`src/core/bbm_regs.svh`:
```
// field positions, reset values and timing counts for the bus break matcher
`ifndef BBM_REGS_SVH
`define BBM_REGS_SVH
`define BBM_SEL_SZ_LSB      0
`define BBM_SEL_RW_LSB      2
`define BBM_SEL_ID_LSB      4
`define BBM_SEL_CP_LSB      6
`define BBM_CTL_IRQDIS_BIT  0
`define BBM_CTL_CKS_LSB     1
`define BBM_CTL_RESET       16'h0000
`define BBM_SEL_RESET       16'h0000
`define BBM_ADDR_RESET      32'h0000_0000
`define BBM_MASK_RESET      32'h0000_0000
`define BBM_IRQ_LEVEL       4'hf
`define BBM_SYS_PERIOD_NS   4
`define BBM_WIDTH_DIV1      1
`define BBM_WIDTH_DIV4      4
`define BBM_WIDTH_DIV8      8
`define BBM_WIDTH_DIV16     16
`endif

```
`src/core/bbm_pkg.sv`:
```
// types shared by the bus break matcher
package bbm_pkg;
  typedef enum logic [1:0] {
    BBM_OWN_NONE = 2'b00,
    BBM_OWN_CPU  = 2'b01,
    BBM_OWN_DMA  = 2'b10,
    BBM_OWN_ANY  = 2'b11
  } bbm_sel2_t;

  typedef enum logic [1:0] {
    BBM_SZ_ANY  = 2'b00,
    BBM_SZ_BYTE = 2'b01,
    BBM_SZ_WORD = 2'b10,
    BBM_SZ_LONG = 2'b11
  } bbm_size_t;

  // one observed bus cycle
  typedef struct packed {
    logic        valid;
    logic        is_dma;
    logic        is_fetch;
    logic        is_write;
    bbm_size_t   size;
    logic        overrun;
    logic        first_dest;
    logic [31:0] addr;
  } bbm_cycle_t;

  typedef enum logic [1:0] {
    BBM_ST_STANDBY = 2'b00,
    BBM_ST_IDLE    = 2'b01,
    BBM_ST_PULSE   = 2'b10
  } bbm_state_t;
endpackage

```
`src/core/bbm_bus_break_matcher.sv`:
```
// bus break matcher: compares internal bus cycles with break conditions
// Summary of operation
// fetch break precedes instruction, pc is address
// select 0054 means cpu fetch read
// 006a cpu data word write, 0066 read
// 00a7 means dma data read longword
// fetch with write direction never matches
// odd fetch address never matches normal fetches
// odd branch target breaks after address error
// word condition on odd address never matches
// dma with fetch never matches
// second paired fetch uses old condition
// overrun fetches precede taken branch destination
// overrun fetches raise no fetch break
// overrun fetch matches data conditions too
// break lost on higher exception may vanish
// software avoids breaks on destination fetches
// even first destination fetch after branch never breaks
// matches drive active low trigger pin
// new match restarts pulse, pin stays low
// overrun fetch match on a fetch-only condition pulses trigger only
// data and dma matches trigger as interrupts
// irq disable still allows trigger pulses
// power-on reset enters module standby
// software leaves standby before writing conditions
// width select gives 1, 4, 8, 16 clocks
// a zero cpu/dma, fetch/data or read/write select pair blocks breaks; zero size means any size
// break request carries priority level fifteen
// address and attributes must match together
`timescale 1ns/1ps
`default_nettype none
`include "bbm_regs.svh"
module bbm_bus_break_matcher (
  input  wire logic                SYS_CLK,
  input  wire logic                NRST,
  input  wire logic                MODULE_STANDBY_CTRL,
  input  wire logic [31:0]         BREAK_ADDR,
  input  wire logic [31:0]         BREAK_ADDR_MASK,
  input  wire logic [15:0]         BREAK_CYCLE_SELECT,
  input  wire logic [15:0]         BREAK_CONTROL,
  input  wire logic                COND_WRITE,
  input  wire bbm_pkg::bbm_cycle_t BUS_CYCLE,
  input  wire logic                BREAK_ACK,
  input  wire logic                EXC_ABORT,
  output logic                     BREAK_REQ,
  output logic [3:0]               BREAK_LEVEL,
  output logic [31:0]              BREAK_PC,
  output logic                     BREAK_AFTER_ADDR_ERR,
  output logic [15:0]              BREAK_CONTROL_RD,
  output logic                     IN_STANDBY,
  output logic                     MATCH_TRIGGER_OUT_N
);
  logic        rst_s1_reg;
  logic        rst_s2_reg;
  logic        rst_n;
  logic [31:0] addr_reg;
  logic [31:0] mask_reg;
  logic [15:0] sel_reg;
  logic [15:0] ctl_reg;
  logic        raw_match;
  logic        data_match;
  logic        as_fetch;
  logic        dest_block;
  logic        irq_off;
  logic        req_set;
  logic        req_clr;
  logic [1:0]  cks_sel;
  logic        irq_match;
  logic        trig_match;
  logic [4:0]  width;
  logic [4:0]  cnt_reg;
  logic [4:0]  cnt_next;
  bbm_pkg::bbm_state_t state_reg;
  bbm_pkg::bbm_state_t state_next;

  ////////////////////////////////////////////////////////////////////////////
  // reset release through two flops
  always_ff @(posedge SYS_CLK or negedge NRST) begin
    if (!NRST) begin
      rst_s1_reg <= 1'b0;
      rst_s2_reg <= 1'b0;
    end else begin
      rst_s1_reg <= 1'b1;
      rst_s2_reg <= rst_s1_reg;
    end
  end
  assign rst_n = rst_s2_reg;

  ////////////////////////////////////////////////////////////////////////////
  // select pair check: 00 disables, 11 accepts both, else must agree
  function automatic logic pair_ok(input logic [1:0] sel, input logic second);
    case (sel)
      2'h1:    pair_ok = !second;
      2'h2:    pair_ok = second;
      2'h3:    pair_ok = 1'h1;
      default: pair_ok = 1'h0;
    endcase
  endfunction

  function automatic logic [4:0] width_of(input logic [1:0] cks);
    case (cks)
      2'h0: begin
        width_of = 5'(`BBM_WIDTH_DIV1);
      end
      2'h1: begin
        width_of = 5'(`BBM_WIDTH_DIV4);
      end
      2'h2: begin
        width_of = 5'(`BBM_WIDTH_DIV8);
      end
      default: begin
        width_of = 5'(`BBM_WIDTH_DIV16);
      end
    endcase
  endfunction

  function automatic logic size_ok(input logic [1:0] szsel, input bbm_pkg::bbm_size_t size);
    size_ok = (szsel == 2'h0) || (szsel == size);
  endfunction

  // a set mask bit drops that address bit from the compare
  function automatic logic addr_hit(input logic [31:0] addr,
                                    input logic [31:0] ref_addr,
                                    input logic [31:0] ign);
    addr_hit = ((addr ^ ref_addr) & ~ign) == 32'h0000_0000;
  endfunction

  // full condition test; fetch_flag says whether the cycle is judged as a fetch
  function automatic logic cond_hit(input logic [15:0]         sel,
                                    input bbm_pkg::bbm_cycle_t cyc,
                                    input logic                fetch_flag,
                                    input logic [31:0]         ref_addr,
                                    input logic [31:0]         ign);
    logic own_ok;
    logic kind_ok;
    logic dir_ok;
    own_ok   = pair_ok(sel[`BBM_SEL_CP_LSB +: 2], cyc.is_dma);
    kind_ok  = pair_ok(sel[`BBM_SEL_ID_LSB +: 2], !fetch_flag);
    dir_ok   = pair_ok(sel[`BBM_SEL_RW_LSB +: 2], cyc.is_write);
    cond_hit = cyc.valid && addr_hit(cyc.addr, ref_addr, ign)
               && size_ok(sel[`BBM_SEL_SZ_LSB +: 2], cyc.size)
               && own_ok && kind_ok && dir_ok;
  endfunction

  ////////////////////////////////////////////////////////////////////////////
  // condition registers, cleared in standby; writes land only outside standby
  // a write takes effect next cycle, so a cycle already on the bus is judged on the old value
  always_ff @(posedge SYS_CLK or negedge rst_n) begin
    if (!rst_n) begin
      addr_reg <= `BBM_ADDR_RESET;
    end else if (MODULE_STANDBY_CTRL) begin
      addr_reg <= `BBM_ADDR_RESET;
    end else if (COND_WRITE) begin
      addr_reg <= BREAK_ADDR;
    end
  end

  always_ff @(posedge SYS_CLK or negedge rst_n) begin
    if (!rst_n) begin
      mask_reg <= `BBM_MASK_RESET;
    end else if (MODULE_STANDBY_CTRL) begin
      mask_reg <= `BBM_MASK_RESET;
    end else if (COND_WRITE) begin
      mask_reg <= BREAK_ADDR_MASK;
    end
  end

  always_ff @(posedge SYS_CLK or negedge rst_n) begin
    if (!rst_n) begin
      sel_reg <= `BBM_SEL_RESET;
    end else if (MODULE_STANDBY_CTRL) begin
      sel_reg <= `BBM_SEL_RESET;
    end else if (COND_WRITE) begin
      sel_reg <= {8'h00, BREAK_CYCLE_SELECT[7:0]};
    end
  end

  // only the three defined control bits are kept; the rest read zero
  always_ff @(posedge SYS_CLK or negedge rst_n) begin
    if (!rst_n) begin
      ctl_reg <= `BBM_CTL_RESET;
    end else if (MODULE_STANDBY_CTRL) begin
      ctl_reg <= `BBM_CTL_RESET;
    end else if (COND_WRITE) begin
      ctl_reg <= {13'h0, BREAK_CONTROL[2:0]};
    end
  end

  ////////////////////////////////////////////////////////////////////////////
  // match decode; an overrun fetch counts as a data access
  assign as_fetch   = BUS_CYCLE.is_fetch && !BUS_CYCLE.overrun;
  // fetches never carry write or dma attributes, so 0058 and 0094 stay silent
  // the trigger judges the cycle as it stands on the bus, overrun fetches too
  assign raw_match  = !MODULE_STANDBY_CTRL
                      && cond_hit(sel_reg, BUS_CYCLE, BUS_CYCLE.is_fetch, addr_reg, mask_reg);
  assign data_match = !MODULE_STANDBY_CTRL
                      && cond_hit(sel_reg, BUS_CYCLE, as_fetch, addr_reg, mask_reg);
  // an odd first destination fetch still breaks, after the address error
  assign dest_block = as_fetch && BUS_CYCLE.first_dest && !BUS_CYCLE.addr[0];
  assign irq_off    = ctl_reg[`BBM_CTL_IRQDIS_BIT];
  // odd normal fetch addresses and odd word addresses never appear on the bus
  assign trig_match = raw_match || data_match;
  assign irq_match  = data_match && !dest_block && !irq_off;

  ////////////////////////////////////////////////////////////////////////////
  // break request held until accepted, aborted or in standby; pc is the matched address
  // a new match in the accept cycle wins, so that break is never lost
  assign req_set = irq_match;
  assign req_clr = BREAK_ACK || EXC_ABORT || MODULE_STANDBY_CTRL;

  always_ff @(posedge SYS_CLK or negedge rst_n) begin
    if (!rst_n) begin
      BREAK_REQ <= 1'h0;
    end else if (req_set) begin
      BREAK_REQ <= 1'h1;
    end else if (req_clr) begin
      BREAK_REQ <= 1'h0;
    end
  end

  always_ff @(posedge SYS_CLK or negedge rst_n) begin
    if (!rst_n) begin
      BREAK_PC <= 32'h0000_0000;
    end else if (req_set) begin
      BREAK_PC <= BUS_CYCLE.addr;
    end
  end

  always_ff @(posedge SYS_CLK or negedge rst_n) begin
    if (!rst_n) begin
      BREAK_AFTER_ADDR_ERR <= 1'h0;
    end else if (req_set) begin
      BREAK_AFTER_ADDR_ERR <= BUS_CYCLE.is_fetch && BUS_CYCLE.addr[0];
    end else if (req_clr) begin
      BREAK_AFTER_ADDR_ERR <= 1'h0;
    end
  end
  assign BREAK_LEVEL = `BBM_IRQ_LEVEL;

  ////////////////////////////////////////////////////////////////////////////
  // trigger pulse machine
  assign cks_sel = ctl_reg[`BBM_CTL_CKS_LSB +: 2];
  assign width   = width_of(cks_sel);

  always_comb begin
    state_next = state_reg;
    cnt_next   = cnt_reg;
    case (state_reg)
      bbm_pkg::BBM_ST_STANDBY: begin
        if (!MODULE_STANDBY_CTRL) begin
          state_next = bbm_pkg::BBM_ST_IDLE;
        end
      end
      bbm_pkg::BBM_ST_IDLE: begin
        if (MODULE_STANDBY_CTRL) begin
          state_next = bbm_pkg::BBM_ST_STANDBY;
        end else if (trig_match) begin
          state_next = bbm_pkg::BBM_ST_PULSE;
          cnt_next   = width - 5'd1;
        end
      end
      bbm_pkg::BBM_ST_PULSE: begin
        if (MODULE_STANDBY_CTRL) begin
          state_next = bbm_pkg::BBM_ST_STANDBY;
        end else if (trig_match) begin
          cnt_next = width - 5'd1;
        end else if (cnt_reg == 5'd0) begin
          state_next = bbm_pkg::BBM_ST_IDLE;
        end else begin
          cnt_next = cnt_reg - 5'd1;
        end
      end
      default: begin
        state_next = bbm_pkg::BBM_ST_STANDBY;
      end
    endcase
  end

  always_ff @(posedge SYS_CLK or negedge rst_n) begin
    if (!rst_n) begin
      state_reg <= bbm_pkg::BBM_ST_STANDBY;
    end else begin
      state_reg <= state_next;
    end
  end

  always_ff @(posedge SYS_CLK or negedge rst_n) begin
    if (!rst_n) begin
      cnt_reg <= 5'h0;
    end else begin
      cnt_reg <= cnt_next;
    end
  end

  always_ff @(posedge SYS_CLK or negedge rst_n) begin
    if (!rst_n) begin
      MATCH_TRIGGER_OUT_N <= 1'b1;
    end else begin
      MATCH_TRIGGER_OUT_N <= !(state_next == bbm_pkg::BBM_ST_PULSE);
    end
  end

  assign BREAK_CONTROL_RD = ctl_reg;
  assign IN_STANDBY       = (state_reg == bbm_pkg::BBM_ST_STANDBY);
endmodule
`default_nettype wire

```
`config.mk`:
```
export PLATFORM = sky130hd
export DESIGN_NAME = bbm_bus_break_matcher
export DESIGN_NICKNAME = d
export VERILOG_FILES = /design/src/core/bbm_pkg.sv /design/src/core/bbm_bus_break_matcher.sv
export VERILOG_INCLUDE_DIRS = /design/src /design/src/core
export SDC_FILE = /design/constraint.sdc
export NUM_CORES = 1
export LEC_CHECK = 0
export ABC_AREA = 1
export BUFFER_PORTS_ARGS = -buffer_cell sky130_fd_sc_hd__buf_2
export CAP_MARGIN = 20
export CORE_ASPECT_RATIO = 1.4
export CORE_MARGIN = 2
export CORE_UTILIZATION = 43
export DETAILED_ROUTE_END_ITERATION = 16
export PLACE_DENSITY = 0.83
export SYNTH_ARGS = -nofsm -noshare
export SYNTH_HDL_FRONTEND = slang
export SYNTH_SLANG_ARGS = --single-unit
```
`constraint.sdc`:
```
create_clock -name SYS_CLK -period 3.8 [get_ports SYS_CLK]
set_input_delay 0.19 -clock SYS_CLK [delete_from_list [all_inputs] [get_ports SYS_CLK]]
set_output_delay 0.19 -clock SYS_CLK [all_outputs]
set_load 0.1 [all_outputs]
```
==> qor.yml, run 1 <==
outcome:
  status: "complete, no violations"
clock_tree:
  clk_pin_slew_ps: 60
  ctsHoldBuffers: 1
  htree_levels: 4
  cts-root-buf: "clkbuf_16"
  cts_buffer_depth: 2
  post_cts_buffers: 0
  clock-sinks: 119
  cts_resized: 0
  cts_buffers: 17
  cts_tree: "done"
  clock_latency_ps: 410
final_layout:
  final_cell_mix: "159 x buf_2, 141 x nand2_1, 117 x dfrtp_1"
  layout_commonest_cell: "buf_2"
  drive_gt1_frac: 0.254
  nets: 1017
  synthToLayoutAreaGrowth_pct: 28.0
detailed_routing:
  drc: 0
  via_count: 5243
  drt_wl_total_mm: 15.3
  drt.antenna.violating_nets: 0
  first_pass_iters: 5
  vias_per_cell: 4.92
  wl_per_cell_um: 14.3
  drt_iter0_markers: 252
sta:
  skew_ps: 10.8
  setup_viol: 0
  hold_viol: 0
  fin_crit_sh: 0.492
  worst_slew_pin_slew_ps: 820
  fmaxAchievable_ghz: 0.535
  setup_tns_ps: 0
  slew_viol_final: 0
  whs_ps: 15.3
  slew_headroom: 0.453
  timing.final.crit_period_ps: 1870
  rsz0062_at_grt: "no"
die:
  dieHeight_um: 141
  rows: 49
  dieWidth_um: 102
  initial_utilization: 0.443
  pin_count: 198
  core_sq_um: 12900
  dieArea_sq_um: 14300
global_route:
  grt-ovfl-total: 0
  antenna_found_initial: 1
  grt_pass1_vias: 4968
  grt_max_degree: 76
  grt_use_total: 0.218
  grt_pass1_wl_mm: 24.2
critical_path:
  crit_start: "addr_reg[5]"
  cp.required_ps: 4090
  reg2reg_depth: 12
  cp-end-kind: "register"
  arrival_ps: 2160
  crit_type: "reg2reg"
  worstReg2RegStart: "addr_reg[5]"
  cp-start-kind: "register"
  crit_fanout: 9
  ff2ff_setup_slack_ps: 1930
power_and_ir_drop:
  p_leak_uw: 0.00385
  p_per_area_nw_per_um2: 541
  peakVddDrop_mv: 0.353
min_path:
  min_path_cells: 3
  hp-class: "in2reg"
  min_from: "BREAK_ADDR_MASK[14]"
placement:
  port_buffers: 159
  gp_congestion: 0.863
  hpwl_mm: 10.8
job:
  drv_cap: 0
synthesis:
  yosysSeqAreaShare: 0.519
  synth_cells: 719
  syn-mean-instance-area_sq_um: 7.98
  yosysUniqueCellTypes: 31
  ys_ff_latch: 119
  synth_warnings: 0
  synthesis.area_sq_um: 5740
==> power by group <==
part           switching, uW  internal (uW)  leakage [uW]
logic                    477            189       0.00191
clock network            596           1300      0.000338
registers               56.3           1350       0.00160
==> cell usage after synthesis, drive strengths merged <==
cell / number / share of area
inv: 118 / 0.077
buf: 24 / 0.027
clkinv: 1 / 0.00065
xor2: 2 / 0.0031
nor2: 26 / 0.020
nand3: 119 / 0.11
a21oi: 6 / 0.0072
nand2: 145 / 0.098
dfrtp: 118 / 0.51
nor3b: 1 / 0.0013
mux2: 1 / 0.0020
o21ai: 114 / 0.099
ha: 1 / 0.0022
or2: 1 / 0.0011
nor3: 4 / 0.0035
o2111ai: 2 / 0.0031
o31ai: 1 / 0.0013
conb: 2 / 0.0013
clkbuf: 23 / 0.015
dfstp: 1 / 0.0046
nand4: 9 / 0.0098
==> layer usage <==
metal,track usage,vias to the layer above,share of wire
met4,0.100,0,0.033
li1,-,2585,-
met1,0.261,2449,0.40
met2,0.372,179,0.52
met5,0,-,0
met3,0.0436,30,0.047
==> stage by stage <==
step                      cell area [sq um]  setup slack (ps)  instances  utilization  total power, uW
final                                  7340              1930       1066        0.568             3970
after CTS                              7340              1930       1065        0.568             4000
after global placement                 6630              1790       1032        0.513             2080
after floorplan                        5800               241        735            -             1930
after global routing                   7340              1700       1066        0.568             4150
after detailed placement               6630              1780       1032        0.513             2100
==> layout make-up <==
| type | count | area (sq um) |
|---|---|---|
| Clock buffer | 17 | 425 |
| Multi-Input combinational cell | 450 | 2130 |
| Antenna cell | 1 | 2.50 |
| Timing Repair Buffer | 167 | 858 |
| Sequential cell | 119 | 2980 |
| Inverter | 119 | 447 |
| Fill cell | 1169 | 5590 |
| Clock inverter | 15 | 275 |
| Tap cell | 178 | 223 |
==> critical path, cell delays in order (launching register included) <==
cell     delay, ps
dfrtp_1        380
inv_1           80
nand2_1         60
nand3_1        120
nand2_1         80
nor2_1         120
nand3_2        120
nor2_4         170
nand3_4        150
a21oi_4        260
nand2_4        110
nand2_1         70
nand2_1         50
==> worst paths after layout <==
| kind | endpoint |
|---|---|
| setup / recovery | cnt_reg[0] |
| hold / removal | mask_reg[14] |
| setup reg to reg | cnt_reg[0] |
| hold reg to reg | BREAK_PC[8] |
| max in group asynchronous | cnt_reg[0] |
| min in group asynchronous | rst_n |
==> cells by family after synthesis <==
| group | after synthesis | synth area share |
|---|---|---|
| AND/OR/NAND/NOR | 305 | 0.241 |
| buffers and inverters | 166 | 0.120 |
| AO/OA/AOI/OAI | 123 | 0.111 |
| flip-flops | 119 | 0.519 |
| other | 2 | 0.00131 |
| XOR/XNOR | 2 | 0.00305 |
| adder cells (fa/ha/maj) | 1 | 0.00218 |
| multiplexers | 1 | 0.00196 |
Power figures use the tool's default switching activity.
==> run 2, diff against run 1 <==
ABC_AREA = 0   (was 1)
PLACE_DENSITY = 0.81   (was 0.83)
clock period = 1.9 ns   (was 3.8 ns; I/O delays follow)
==> qor.yml, run 2 <==
min_path:
  holdPathEnd: "BREAK_REQ"  # was mask_reg[14]
  min_path_cells: 3  # unchanged
  hp-class: "in2reg"  # unchanged
  min_from: "EXC_ABORT"  # was BREAK_ADDR_MASK[14]
power_and_ir_drop:
  p_per_area_nw_per_um2: 850  # was 541 nW/um^2
  peakVddDrop_mv: 0.774  # was 0.353 mV
  p_leak_uw: 0.00470  # was 0.00385 uW
clock_tree:
  clk_pin_slew_ps: 60  # about the same
  cts_tree: "done"  # unchanged
  clock_latency_ps: 410  # about the same
  cts_buffer_depth: 2  # unchanged
  clock-sinks: 119  # unchanged
  htree_levels: 4  # unchanged
  cts_buffers: 17  # unchanged
  cts-root-buf: "clkbuf_16"  # unchanged
die:
  core_sq_um: 12800  # was 12900 sq um
  pin_count: 198  # unchanged
  dieHeight_um: 139  # was 141 um
  dieArea_sq_um: 13900  # was 14300 sq um
  initial_utilization: 0.437  # was 0.443
  dieWidth_um: 100  # was 102 um
  rows: 49  # unchanged
placement:
  gp_congestion: 0.935  # was 0.863
  dp_cells: 819  # was 1032
  hpwl_mm: 11.3  # was 10.8 mm
  placed_cell_area_sq_um: 6830  # was 6630 sq um
  port_buffers: 159  # unchanged
final_layout:
  layout_commonest_cell: "buf_2"  # unchanged
  final_cells: 974  # was 1066
  nets: 950  # was 1017
  synthToLayoutAreaGrowth_pct: 63.1  # was 28.0%
  fin_area_sq_um: 9080  # was 7340 sq um
  final_cell_mix: "158 x buf_2, 117 x dfrtp_1, 108 x dlygate4sd3_1"  # was 159 x buf_2, 141 x nand2_1, 117 x dfrtp_1
  drive_gt1_frac: 0.393  # was 0.254
detailed_routing:
  first_pass_iters: 4  # was 5
  vias_per_cell: 5.26  # was 4.92
  drc: 0  # unchanged
  drt_iter0_markers: 231  # was 252
  drt.antenna.violating_nets: 0  # unchanged
  drt_wl_total_mm: 19.0  # was 15.3 mm
  via_count: 5119  # was 5243
  wl_per_cell_um: 19.5  # was 14.3 um
job:
  drv_cap: 0  # unchanged
sta:
  rsz0062_at_grt: "yes"  # was no
  timing.final.crit_period_ps: 2320  # was 1870 ps
  skew_ps: 7.60  # was 10.8 ps
  setup_viol: 42  # was 0
  hold_viol: 0  # unchanged
  slew_viol_final: 0  # unchanged
  fin_ws_ps: -423  # was 1930 ps
  fin_crit_sh: 1.22  # was 0.492
  fmaxAchievable_ghz: 0.431  # was 0.535 GHz
  slew_headroom: 0.487  # was 0.453
  worst_slew_pin_slew_ps: 770  # was 820 ps
synthesis:
  synth_top_cell_by_area: "dfrtp_1"  # unchanged
  syn-mean-instance-area_sq_um: 11.6  # was 7.98 sq um
  yosysMostFrequentCell: "dfrtp_1"  # was nand2_1
  synth.area.top_cells: "dfrtp_1 53%, mux2i_1 14%, mux2_2 6.1%, nor2_1 6.1%, xnor2_1 5.2%"  # was dfrtp_1 51%, nand3_1 10%, nand2_1 9.2%, inv_1 7.1%, o21ai_0 7.1%
  synth_cells: 479  # was 719
  synthesis.area_sq_um: 5570  # was 5740 sq um
  yosysSeqAreaShare: 0.535  # was 0.519
  synth_warnings: 0  # unchanged
  yosysTopAreaCellShare: 0.530  # was 0.515
  ys.flop_type: "dfrtp_1"  # unchanged
  synth_edf_count: 0  # unchanged
  ys_top_cells_by_count: "118 x dfrtp_1, 90 x nor2_1, 79 x mux2i_1"  # was 141 x nand2_1, 118 x dfrtp_1, 116 x nand3_1
  yosysUniqueCellTypes: 40  # was 31
  synthArstFlopShare: 1.00  # unchanged
  ys_ff_latch: 119  # unchanged
critical_path:
  reg2reg_depth: 8  # was 12
  crit_type: "reg2reg"  # unchanged
  crit_fanout: 5  # was 9
  cp-start-kind: "register"  # unchanged
  crit_chain: "xnor2_1, o22ai_1, a211oi_2, nand3_2, nor4b_4, buf_6, clkbuf_16, mux2_4"  # was inv_1, nand2_1, nand3_1, nand2_1, nor2_1, nand3_2, nor2_4, nand3_4, a21oi_4, nand2_4, nand2_1, nand2_1
  cp-end-kind: "register"  # unchanged
  ff2ff_setup_slack_ps: -420  # was 1930 ps
  worstReg2RegStart: "addr_reg[30]"  # was addr_reg[5]
  slowest_stage: "dfrtp_1"  # unchanged
  cp.required_ps: 2190  # was 4090 ps
  critical_path.max_stage_delay_ps: 390  # was 380 ps
  r2r_end: "BREAK_PC[3]"  # was cnt_reg[0]
  arrival_ps: 2610  # was 2160 ps
global_route:
  grt_pass1_vias: 5660  # was 4968
  antenna_found_initial: 1  # unchanged
  grt-ovfl-total: 0  # unchanged
  grt_max_degree: 49  # was 76
  grt_pass1_wl_mm: 29.3  # was 24.2 mm
  grt_use_total: 0.277  # was 0.218
outcome:
  status: "finished with violations"  # was complete, no violations
  failed_checks: "setup timing"
-- run 2: area by class of cell --
| cell class | count | area, sq um |
|---|---|---|
| multi-input combinational | 328 | 2680 |
| sequential | 119 | 2980 |
| clock buffer | 19 | 443 |
| antenna | 1 | 2.50 |
| fill | 864 | 3670 |
| clock inverter | 13 | 250 |
| tap | 153 | 191 |
| timing repair buffer | 331 | 2500 |
| inverter | 10 | 37.5 |
-- run 2: timing repair --
action | 4_1_cts | 5_1_grt
resized for setup | 65 | 11
pin swaps | 16 | 8
setup buffers | 8 | 4
setup endpoints to repair | 42 | 42
hold endpoints to repair | 106 | 0
hold buffers | 108 | 0
gates cloned | 2 | 1
-- run 2: report_power, final --
| group | switching, uW | internal, uW | leakage [uW] | total (uW) |
|---|---|---|---|---|
| Sequential | 91.2 | 2640 | 0.00159 | 2730 |
| Clock | 1190 | 2620 | 0.000337 | 3820 |
| Combinational | 636 | 534 | 0.00277 | 1170 |
| Total | 1920 | 5790 | 0.00470 | 7710 |
-- run 2: layer usage --
| layer | part of all wire | track usage |
|---|---|---|
| met4 | 0.044 | 0.150 |
| met5 | 0 | 0 |
| met2 | 0.55 | 0.500 |
| met3 | 0.048 | 0.0549 |
| met1 | 0.36 | 0.296 |
-- run 2: critical path, delay by kind of cell (launching register included) --
family / cells / cell delay (ps)
flip-flops: 1 / 390
buffers and inverters: 2 / 380
AO/OA/AOI/OAI: 2 / 440
XOR/XNOR: 1 / 210
multiplexers: 1 / 300
AND/OR/NAND/NOR: 2 / 470
-- run 2: cells by family (layout without fill, tap and decap cells) --
kind of cell | after synthesis | in the layout | share of synthesized area
DFF | 119 | 119 | 0.535
adders and majority gates | 1 | 1 | 0.00225
xor gates and xnor gates | 33 | 33 | 0.0519
other | 2 | 19 | 0.00135
and+or+nand+nor | 124 | 124 | 0.103
AOI/OAI and AO/OA | 40 | 40 | 0.0521
buffers and inverters | 48 | 373 | 0.0458
muxes | 112 | 112 | 0.209
-- run 2: stage by stage --
stage	total power, uW	TNS, ps	utilization	setup WS (ps)	hold slack (ps)
finish	7710	-15980	0.712	-423	32.5
detailed placement	3670	-18420	0.535	-527	-119
CTS	7680	-13290	0.703	-384	17.2
floorplan	3330	-10070	-	-324	-201
global route	7930	-18930	0.712	-513	44.7
global placement	3640	-18080	0.535	-480	-119
-- run 2: worst max-delay path by stage --
stage	start	endpoint	cells past startpoint
2_1_floorplan	addr_reg[28]	BREAK_PC[10]	7
3_3_place_gp	addr_reg[16]	BREAK_PC[6]	8
3_5_place_dp	addr_reg[21]	cnt_reg[3]	8
4_1_cts	sel_reg[6]	cnt_reg[1]	8
5_1_grt	sel_reg[7]	cnt_reg[1]	7
6_report	addr_reg[30]	BREAK_PC[3]	8
==> run 3, diff against run 2 <==
GPL_TIMING_DRIVEN = 0   (was not set)
==> qor.yml, run 3 (synthesis results as in run 2) <==
sta:
  worst_slew_pin_slew_ps: 817  # was 770 ps
  timing.final.crit_period_ps: 2350  # was 2320 ps
  fin_ws_ps: -446  # was -423 ps
  slew_viol_final: 0  # unchanged
  hold_viol: 2  # was 0
  rsz0062_at_grt: "yes"  # unchanged
  setup_viol: 42  # unchanged
  skew_ps: 8.86  # was 7.60 ps
  setup_tns_ps: -16670  # was -15980 ps
  slew_headroom: 0.456  # was 0.487
  whs_ps: -4.69  # was 32.5 ps
  fmaxAchievable_ghz: 0.426  # was 0.431 GHz
  fin_crit_sh: 1.23  # was 1.22
clock_tree:
  cts_tree: "done"  # unchanged
  cts_buffers: 17  # unchanged
  clk_pin_slew_ps: 60  # about the same
  cts-root-buf: "clkbuf_16"  # unchanged
  clock_latency_ps: 410  # about the same
  cts_buffer_depth: 2  # unchanged
  htree_levels: 4  # unchanged
  clock-sinks: 119  # unchanged
power_and_ir_drop:
  pwr-share-clk: 0.458  # was 0.495
  p_int_uw: 5240  # was 5790 uW
  switchingPower_uw: 1890  # was 1920 uW
  p_leak_uw: 0.00460  # was 0.00470 uW
  combPwrFrac: 0.158  # was 0.152
  p_per_area_nw_per_um2: 793  # was 850 nW/um^2
  peakVddDrop_mv: 0.874  # was 0.774 mV
  seq_power_share: 0.385  # was 0.353
  p_sw_frac: 0.265  # was 0.249
critical_path:
  cp.depth: 8  # unchanged
  cp_top_family: "simple AND/OR/NAND/NOR gates"  # unchanged
  crit_fanout: 5  # unchanged
  critPathBufInv: 2  # unchanged
  arrival_ps: 2640  # was 2610 ps
  crit_type: "reg2reg"  # unchanged
  cp-start-kind: "register"  # unchanged
  cp.required_ps: 2190  # about the same
  reg2reg_depth: 8  # unchanged
  crit_chain: "xnor2_2, o22ai_2, nor4_2, nand3_1, nor4b_4, buf_6, clkbuf_16, mux2_4"  # was xnor2_1, o22ai_1, a211oi_2, nand3_2, nor4b_4, buf_6, clkbuf_16, mux2_4
  critical_path.max_stage_delay_ps: 400  # was 390 ps
  slowest_stage: "dfrtp_1"  # unchanged
  cp-end-kind: "register"  # unchanged
detailed_routing:
  drt_wl_total_mm: 18.6  # was 19.0 mm
  vias_per_cell: 5.17  # was 5.26
  drc: 0  # unchanged
  first_pass_iters: 4  # unchanged
  wl_per_cell_um: 19.2  # was 19.5 um
  via_count: 5006  # was 5119
  drt_iter0_markers: 212  # was 231
  drt.antenna.violating_nets: 0  # unchanged
final_layout:
  antenna_cells: 0  # was 1
  final_cell_mix: "157 x buf_2, 117 x dfrtp_1, 110 x dlygate4sd3_1"  # was 158 x buf_2, 117 x dfrtp_1, 108 x dlygate4sd3_1
  nets: 946  # was 950
  seq_area_sq_um: 2980  # unchanged
  synthToLayoutAreaGrowth_pct: 61.5  # was 63.1%
  multi_input_area_sq_um: 2780  # was 2680 sq um
  n_fill_cell: 889  # was 864
  final_cells: 969  # was 974
  layout_commonest_cell: "buf_2"  # unchanged
  fin_util: 0.705  # was 0.712
  drive_gt1_frac: 0.379  # was 0.393
placement:
  gp_congestion: 0.857  # was 0.935
  hpwl_mm: 11.2  # was 11.3 mm
  dp_cells: 806  # was 819
  dp_slack_ps: -1210  # was -527 ps
  port_buffers: 157  # was 159
die:
  initial_utilization: 0.437  # unchanged
  dieWidth_um: 100  # unchanged
  dieHeight_um: 139  # unchanged
  core_sq_um: 12800  # unchanged
  rows: 49  # unchanged
  dieArea_sq_um: 13900  # unchanged
  pin_count: 198  # unchanged
global_route:
  grt_max_degree: 63  # was 49
  grt_pass1_wl_mm: 29.2  # was 29.3 mm
  grt_use_total: 0.272  # was 0.277
  grt-ovfl-total: 0  # unchanged
  antenna_found_initial: 0  # was 1
  grt_pass1_vias: 5651  # was 5660
outcome:
  status: "finished with violations"  # unchanged
  failed_checks: "hold timing, setup timing"  # was setup timing
min_path:
  hp-class: "in2async"  # was in2reg
job:
  drv_cap: 0  # unchanged
## run 3: per-layer routing
metal  share of wire  GRT usage
met5               0          0
met4           0.048      0.137
met3           0.045     0.0469
met2            0.54      0.491
met1            0.37      0.303
## run 3: worst paths after layout
kind,slack (ps),from,endpoint
worst min register to register,350,rst_s1_reg,rst_n
min in group SYS_CLK,30,BREAK_ACK,BREAK_REQ
worst max-delay path,-450,addr_reg[2],BREAK_PC[14]
worst max register to register,-450,addr_reg[2],BREAK_PC[14]
worst min-delay path,-5,NRST,rst_n
max in group asynchronous,720,rst_n,addr_reg[8]
## run 3: final cells by class
cell class | count | share of cell area
Buffer | 38 | 0.0287
Clock buffer | 20 | 0.0497
Clock inverter | 12 | 0.0170
Inverter | 10 | 0.00417
Multi-Input combinational cell | 328 | 0.309
Sequential cell | 119 | 0.332
Tap cell | 153 | 0.0213
Timing Repair Buffer | 289 | 0.239
## run 3: timing repair
item,CTS,global route
cloned,1,1
buffers inserted,17,5
setup endpoints to repair,42,42
pin swaps,21,12
endpoints found under the hold margin,109,1
resized for setup,67,26
hold buffers,109,1
## run 3: power groups by stage
stage          Clock [uW]  Sequential (uW)  Combinational (uW)
3_5_place_dp            0             2780                 847
6_report             3270             2750                1120
5_1_grt              3420             2760                1200
4_1_cts              3290             2740                1080
3_3_place_gp            0             2790                 800
2_1_floorplan           0             2790                 542
## run 3: metrics by stage
stage / power, uW / hold WS (ps) / area (sq um)
6_report: 7140 / -4.69 / 9000
5_1_grt: 7370 / 15.2 / 9000
4_1_cts: 7110 / -21.9 / 8830
3_5_place_dp: 3620 / -118 / 6660
3_3_place_gp: 3590 / -120 / 6630
2_1_floorplan: 3330 / -201 / 5650
